File: config.mk
export PLATFORM = sky130hd
export DESIGN_NAME = standby_timer
export DESIGN_NICKNAME = d
export VERILOG_FILES = /design/src/shared/standby_pkg.sv /design/src/hdl/standby_timer.sv
export VERILOG_INCLUDE_DIRS = /design/src /design/src/shared
export SDC_FILE = /design/constraint.sdc
export NUM_CORES = 1
export LEC_CHECK = 0
export BUFFER_PORTS_ARGS = -buffer_cell sky130_fd_sc_hd__clkbuf_2
export CELL_PAD_IN_SITES_DETAIL_PLACEMENT = 1
export CELL_PAD_IN_SITES_GLOBAL_PLACEMENT = 2
export CORE_MARGIN = 1
export CORE_UTILIZATION = 40
export CTS_CLUSTER_SIZE = 24
export DETAILED_ROUTE_END_ITERATION = 7
export GPL_TIMING_DRIVEN = 0
export PLACE_DENSITY_LB_ADDON = 0.1
export SYNTH_ARGS = -nofsm -noshare
export SYNTH_HDL_FRONTEND = slang
export SYNTH_SLANG_ARGS = --single-unit
File: constraint.sdc
create_clock -name ref_clk -period 7 [get_ports ref_clk]
set_input_delay 1.4 -clock ref_clk [delete_from_list [all_inputs] [get_ports ref_clk]]
set_output_delay 1.4 -clock ref_clk [all_outputs]
set_load 0.005 [all_outputs]
File: src/shared/standby_defs.svh
// constants for the standby command and power-down timer block
// assumes one 125 MHz device clock and an 8-bit command interface
`ifndef STANDBY_DEFS_SVH
`define STANDBY_DEFS_SVH
`define CMD_STANDBY 8'he2
`define CMD_STANDBY_ALT 8'h96
`define TMO_DISABLED 8'h00
`define TMO_SHORT_MAX 8'hf0
`define TMO_HALFHR_MAX 8'hfb
`define TMO_CODE_252 8'hfc
`define TMO_CODE_253 8'hfd
`define TMO_CODE_254 8'hfe
`define TMO_CODE_255 8'hff
`define TMO_SHORT_STEP_S 32'd5
`define TMO_HALFHR_S 32'd1800
`define TMO_252_S 32'd1260
`define TMO_253_S 32'd28800
`define TMO_254_S 32'd1270
`define TMO_255_S 32'd1275
`define CLK_HZ 32'd125000000
`define ST_BSY 7
`define ST_RDY 6
`define ST_DSC 4
`define ST_ERR 0
`define ER_ABT 2
`endif

File: src/shared/standby_pkg.sv
// types for the standby command and power-down timer block
// no dependencies
`default_nettype none
package standby_pkg;
  typedef enum logic [4:0] {
    ST_IDLE = 5'b00001,
    ST_FLUSH = 5'b00010,
    ST_SPIN_DOWN = 5'b00100,
    ST_STANDBY = 5'b01000,
    ST_SPIN_UP = 5'b10000
  } pwr_state_t;
endpackage
`default_nettype wire

File: src/hdl/standby_timer.sv
// standby command handling and automatic power-down timer
// assumes command strobe, host access and spindle signals are on ref_clk
//
// Function
// - opcodes e2 and 96 both decode as the standby command
// - standby enters standby except during spin-up; every standby loads the timeout code
// - cached writes are flushed before the spindle stops
// - spindle spins down while the host interface stays ready
// - spindle already stopped skips the spin-down step
// - commands accepted in standby; media work waits for spin-up
// - countdown runs only in idle, never in standby
// - timeout code zero disables automatic power-down
// - nonzero code enables power-down with decoded interval
// - codes 1-240 times five, 241-251 half hours
// - codes 252 to 255 map to fixed special intervals
// - expiry without host access enters standby automatically
// - any host access reloads the full interval
`default_nettype none
`include "standby_defs.svh"
module standby_timer #(
  parameter int unsigned CLK_HZ = `CLK_HZ
) (
  input wire logic ref_clk,
  input wire logic rst,
  input wire logic cmd_valid,
  input wire logic [7:0] cmd_code,
  input wire logic [7:0] sector_count,
  input wire logic host_access,
  input wire logic cache_dirty,
  input wire logic flush_done,
  input wire logic spindle_stopped,
  input wire logic spindle_at_speed,
  input wire logic media_req,
  output logic flush_req,
  output logic spin_down_req,
  output logic spin_up_req,
  output logic media_go,
  output logic cmd_done,
  output logic in_standby,
  output logic [7:0] error_flags,
  output logic [7:0] drive_condition_flags
);
  standby_pkg::pwr_state_t state_q;
  standby_pkg::pwr_state_t state_d;
  logic [7:0] code_q;
  logic [31:0] sec_q;
  logic [31:0] sec_d;
  logic [31:0] tick_q;
  logic [31:0] tick_d;
  logic done_q;
  logic done_d;
  logic [31:0] interval_s;

  // command decode
  wire is_standby_op = cmd_code == `CMD_STANDBY ||
    cmd_code == `CMD_STANDBY_ALT;
  wire is_standby = cmd_valid && is_standby_op;
  wire other_cmd = cmd_valid && !is_standby_op;
  wire [7:0] new_code = is_standby ? sector_count : code_q;

  // state decode
  wire st_idle = state_q == standby_pkg::ST_IDLE;
  wire st_flush = state_q == standby_pkg::ST_FLUSH;
  wire st_spin_down = state_q == standby_pkg::ST_SPIN_DOWN;
  wire st_standby = state_q == standby_pkg::ST_STANDBY;
  wire st_spin_up = state_q == standby_pkg::ST_SPIN_UP;

  // timeout code classes
  wire code_off = code_q == `TMO_DISABLED;
  wire code_short = !code_off && code_q <= `TMO_SHORT_MAX;
  wire code_halfhr = code_q > `TMO_SHORT_MAX &&
    code_q <= `TMO_HALFHR_MAX;
  wire code_252 = code_q == `TMO_CODE_252;
  wire code_253 = code_q == `TMO_CODE_253;
  wire code_254 = code_q == `TMO_CODE_254;
  wire [7:0] halfhr_cnt = code_q - `TMO_SHORT_MAX;

  // interval in seconds
  wire [31:0] short_s = {24'h0, code_q} * `TMO_SHORT_STEP_S;
  wire [31:0] halfhr_s = {24'h0, halfhr_cnt} * `TMO_HALFHR_S;
  wire [31:0] special_s = code_252 ? `TMO_252_S :
    code_253 ? `TMO_253_S :
    code_254 ? `TMO_254_S : `TMO_255_S;
  assign interval_s = code_off ? 32'd0 :
    code_short ? short_s :
    code_halfhr ? halfhr_s : special_s;

  // timer control
  wire timer_en = !code_off;
  wire sec_tick = tick_q == CLK_HZ - 32'd1;
  // fire on the last tick, so n seconds take n ticks, not n plus one
  wire expired = timer_en && sec_q == 32'd1 && sec_tick;
  wire auto_down = expired && !host_access;
  wire wake = media_req || other_cmd;
  wire hold_timer = !st_idle || host_access || is_standby;
  wire hold_tick = sec_tick || !st_idle || host_access;

  // next state
  always_comb begin
    state_d = state_q;
    case (state_q)
      standby_pkg::ST_IDLE: begin
        if (is_standby) begin
          state_d = standby_pkg::ST_FLUSH;
        end else if (auto_down) begin
          state_d = standby_pkg::ST_FLUSH;
        end
      end
      standby_pkg::ST_FLUSH: begin
        // no spindle stop while accepted writes are still cached
        if (!cache_dirty || flush_done) begin
          if (spindle_stopped) begin
            state_d = standby_pkg::ST_STANDBY;
          end else begin
            state_d = standby_pkg::ST_SPIN_DOWN;
          end
        end
      end
      standby_pkg::ST_SPIN_DOWN: begin
        if (spindle_stopped) begin
          state_d = standby_pkg::ST_STANDBY;
        end
      end
      standby_pkg::ST_STANDBY: begin
        if (wake) begin
          state_d = standby_pkg::ST_SPIN_UP;
        end
      end
      standby_pkg::ST_SPIN_UP: begin
        if (spindle_at_speed) begin
          state_d = standby_pkg::ST_IDLE;
        end
      end
      default: begin
        state_d = standby_pkg::ST_IDLE;
      end
    endcase
  end

  // countdown held full outside idle; reload on access
  always_comb begin
    sec_d = sec_q;
    if (hold_timer)
      sec_d = interval_s;
    else if (sec_tick && sec_q != 32'd0)
      sec_d = sec_q - 32'd1;
  end

  assign tick_d = hold_tick ? 32'd0 : tick_q + 32'd1;
  assign done_d = !st_standby && state_d == standby_pkg::ST_STANDBY;

  always_ff @(posedge ref_clk) begin
    if (rst) begin
      state_q <= standby_pkg::ST_IDLE;
    end else begin
      state_q <= state_d;
    end
  end

  always_ff @(posedge ref_clk) begin
    if (rst) begin
      code_q <= `TMO_DISABLED;
    end else begin
      code_q <= new_code;
    end
  end

  always_ff @(posedge ref_clk) begin
    if (rst) begin
      sec_q <= 32'd0;
    end else begin
      sec_q <= sec_d;
    end
  end

  always_ff @(posedge ref_clk) begin
    if (rst) begin
      tick_q <= 32'd0;
    end else begin
      tick_q <= tick_d;
    end
  end

  always_ff @(posedge ref_clk) begin
    if (rst) begin
      done_q <= 1'b0;
    end else begin
      done_q <= done_d;
    end
  end

  assign flush_req = st_flush && cache_dirty;
  assign spin_down_req = st_spin_down;
  assign spin_up_req = st_spin_up;
  // media work stalls until the spindle is back at speed
  assign media_go = media_req && st_idle && spindle_at_speed;
  assign cmd_done = done_q;
  assign in_standby = st_standby;
  assign error_flags = 8'h00;

  // status bits; interface stays ready in every state
  always_comb begin
    drive_condition_flags = 8'h00;
    drive_condition_flags[`ST_BSY] = 1'b0;
    drive_condition_flags[`ST_RDY] = 1'b1;
    drive_condition_flags[`ST_DSC] = !st_standby;
    drive_condition_flags[`ST_ERR] = 1'b0;
  end
endmodule
`default_nettype wire

==> out/qor.csv <==
metric,value,unit
synthFlopType,dfxtp_1,
start_util,41.00,%
numPortBuffers,30,
tns,0,ps
cts_buffers,9,
fmax,223.8,MHz
irDropWorstVdd,0.0001050,V
insertion_delay,350,ps
pin_count,47,
slew_viol_final,0,
rsz0062_at_grt,no,
critPathCaptureType,flip-flop,
antenna_cells,0,
worst_pin_slew,1042,ps
clkSlewWorstSetupHoldPaths,70,ps
synthTopCellsByCount,"100 x nor2_1, 78 x dfxtp_1, 58 x ha_1",
core,0.01388,mm²
total_power,1.130,mW
cts_resized,0,
power_switching,0.2784,mW
drtAntennaViolNets,0,
grt_remaining_overflow,0,
crit_family,adder cells,
grt_use_total,22.93,%
power.share.clock,50.0,%
synth-edff-count,0,
max-cap-violations,0,
netlist_area,0.005692,mm²
fin_util,46.61,%
hpwl,12.24,mm
setup-violations-final,0,
clock_sinks,78,
ys_ff_latch,78,
antenna_found_initial,0,
netlist.area_leader.share,27.43,%
cp-startpoint,code_q[4],
grt_max_degree,15,
vias,5134,
fin_nets,839,
critPathKind,reg -> reg,
gp_congestion,0.8144,
p_per_area,174.7,mW/mm²
die_area,0.01471,mm²
post_drt_wl_per_cell,16.98,µm
finClkSkew,10.23,ps
seqPwrFrac,40.6,%
area_growth,13.67,%
fp.dieW,121.3,µm
htreeDepth,3,
synth.most_common_cell,nor2_1,
max_slew_margin,29.56,%
startpoint_type,flip-flop,
r2r-end,sec_q[18],
critical_path_cell_count,16,
hold_ws,497.8,ps
min_period,4468,ps
cts_tree,built,
p_leak,2.661,nW
cts-root-buf,clkbuf_16,
postCtsHoldBufs,0,
sw_frac_of_total,24.63,%
ys_types,66,
power.share.combinational,9.4,%
crit_buf_inv,1,
drcViolationCount,0,
rr_worst_depth,16,
status,"finished, final reports clean",
layout-drive-gt1-share,10.32,%
cts_setup_buffers,0,
drtPass1Iterations,4,
yosysSeqAreaShare,27.43,%
path_common_cell,ha_1,
finalHoldViolations,0,
ys_warn_count,0,
ys_top_cells_by_area,"dfxtp_1 27%, ha_1 13%, nor2_1 6.6%",
drtIter0Drc,256,
rows,43,
yosysTopAreaCell,dfxtp_1,
min_path_type,reg -> reg,
p_int,0.8519,mW
crit_slowest_cell,dfxtp_1,
r2r_start,code_q[4],
fin_crit_sh,63.83,%
path_max_fanout,9,
syn_inst,697,
worstPathCellList,ha_1 > clkbuf_1 > xor2_1 > xnor2_1 > xor2_1 > ha_1 > ha_1 > ha_1 > ha_1 > nand3_1 > a21oi_1 > nor4_1 > o21bai_1 > xnor2_1 > a21oi_1 > nor3_1,
grt_pass1_vias,5451,
grt_pass1_wl,26.60,mm
clockBufferDepth,2,
ff2ff_setup_slack,2530,ps
routed_wl,15.89,mm
avgViaCountPerCell,5.485,
critPathRequiredTime,7270,ps
cpPeakStageDelay,550,ps
avgSynthCellArea,8.166,µm²
die_h,121.3,µm
postSynth.asyncResetShare,0,%
critPathArrivalTime,4730,ps
cp-endpoint,sec_q[18],
-- layer usage --
metal / GRT usage (%) / up-vias / routed length [µm]
li1: - / 2556 / -
met1: 28.73 / 2508 / 7392
met2: 40.27 / 59 / 7827
met3: 4.041 / 11 / 528
met4: 5.633 / 0 / 144
met5: 0 / - / 0
-- cell usage in the layout, fill, tap and decap left out, types with 4 or more instances in the layout --
cell       synthesis  routed
a211oi_1          10      10
a21oi_1           38      38
a221oi_1           4       4
and2_1             6       6
and3_1             6       6
and4_1             5       5
buf_4             15      15
clkbuf_1          17      17
clkbuf_16          0       9
clkbuf_2           0      30
conb_1             2      15
dfxtp_1           78      78
fa_1               5       5
ha_1              58      58
inv_1             30      30
mux2i_1           10      10
nand2_1           43      43
nand2b_1          10      10
nand3_1           33      33
nand3b_1           4       4
nand4_1           10      10
nor2_1           100     100
nor2b_1            8       8
nor3_1            20      20
nor3b_1            4       4
nor4_1            14      14
nor4_2             4       4
o211ai_1           4       4
o21ai_0           26      26
o21bai_1           4       4
or3_1              7       7
or4_1              4       4
xnor2_1           27      27
xor2_1            33      33
-- cells by family after synthesis --
| kind of cell | count (synthesis) | synth area share (%) |
|---|---|---|
| compound gates | 116 | 13.01 |
| buf+inv | 67 | 5.452 |
| other cells | 2 | 0.1319 |
| mux | 11 | 1.957 |
| simple gates | 299 | 28.09 |
| xor+xnor | 60 | 9.233 |
| fa+ha+maj | 64 | 14.68 |
| flops | 78 | 27.43 |
-- power groups by stage --
stage	Sequential (mW)	Combinational (mW)	Clock (mW)
3_5_place_dp	0.469	0.105	0
5_1_grt	0.459	0.118	0.598
3_3_place_gp	0.468	0.102	0
2_1_floorplan	0.466	0.0744	0
4_1_cts	0.459	0.106	0.577
6_report	0.459	0.107	0.565
-- through the flow --
step	instances	worst slack [ps]	cell area [µm²]
after floorplan	710	3335	5741
after global placement	920	2649	6116
after detailed placement	920	2496	6116
after CTS	936	2448	6470
after global routing	936	2178	6470
final	936	2532	6470
-- worst min path at each step --
stage,from,endpoint,depth (start not counted)
after global placement,tick_q[0],tick_q[0],1
after CTS,tick_q[0],tick_q[0],1
after detailed placement,tick_q[0],tick_q[0],1
after global routing,tick_q[0],tick_q[0],1
final,tick_q[0],tick_q[0],1
after floorplan,tick_q[0],tick_q[0],1
-- state kept, by name (all words and copies together) (netlist names) --
signal,flops
tick_q,32
cmd_done,1
sec_q,32
code_q,8
state_q,5
-- cell type report --
class / count / area (µm²)
buffer: 37 / 197.7
clock buffer: 10 / 239.0
clock inverter: 6 / 115.1
fill: 1723 / 7411
inverter: 30 / 112.6
multi-input combinational: 565 / 3869
sequential: 78 / 1562
tap: 180 / 225.2
timing repair buffer: 30 / 150.1
-- worst reg2reg max path, cell delays in order, from the launching register on --
cell and delay [ps]:
dfxtp_1 550, ha_1 210, clkbuf_1 280, xor2_1 430, xnor2_1 220, xor2_1 200
ha_1 260, ha_1 300, ha_1 310, ha_1 380, nand3_1 120, a21oi_1 70
nor4_1 270, o21bai_1 140, xnor2_1 350, a21oi_1 110, nor3_1 200
Power figures use the tool's default switching activity.
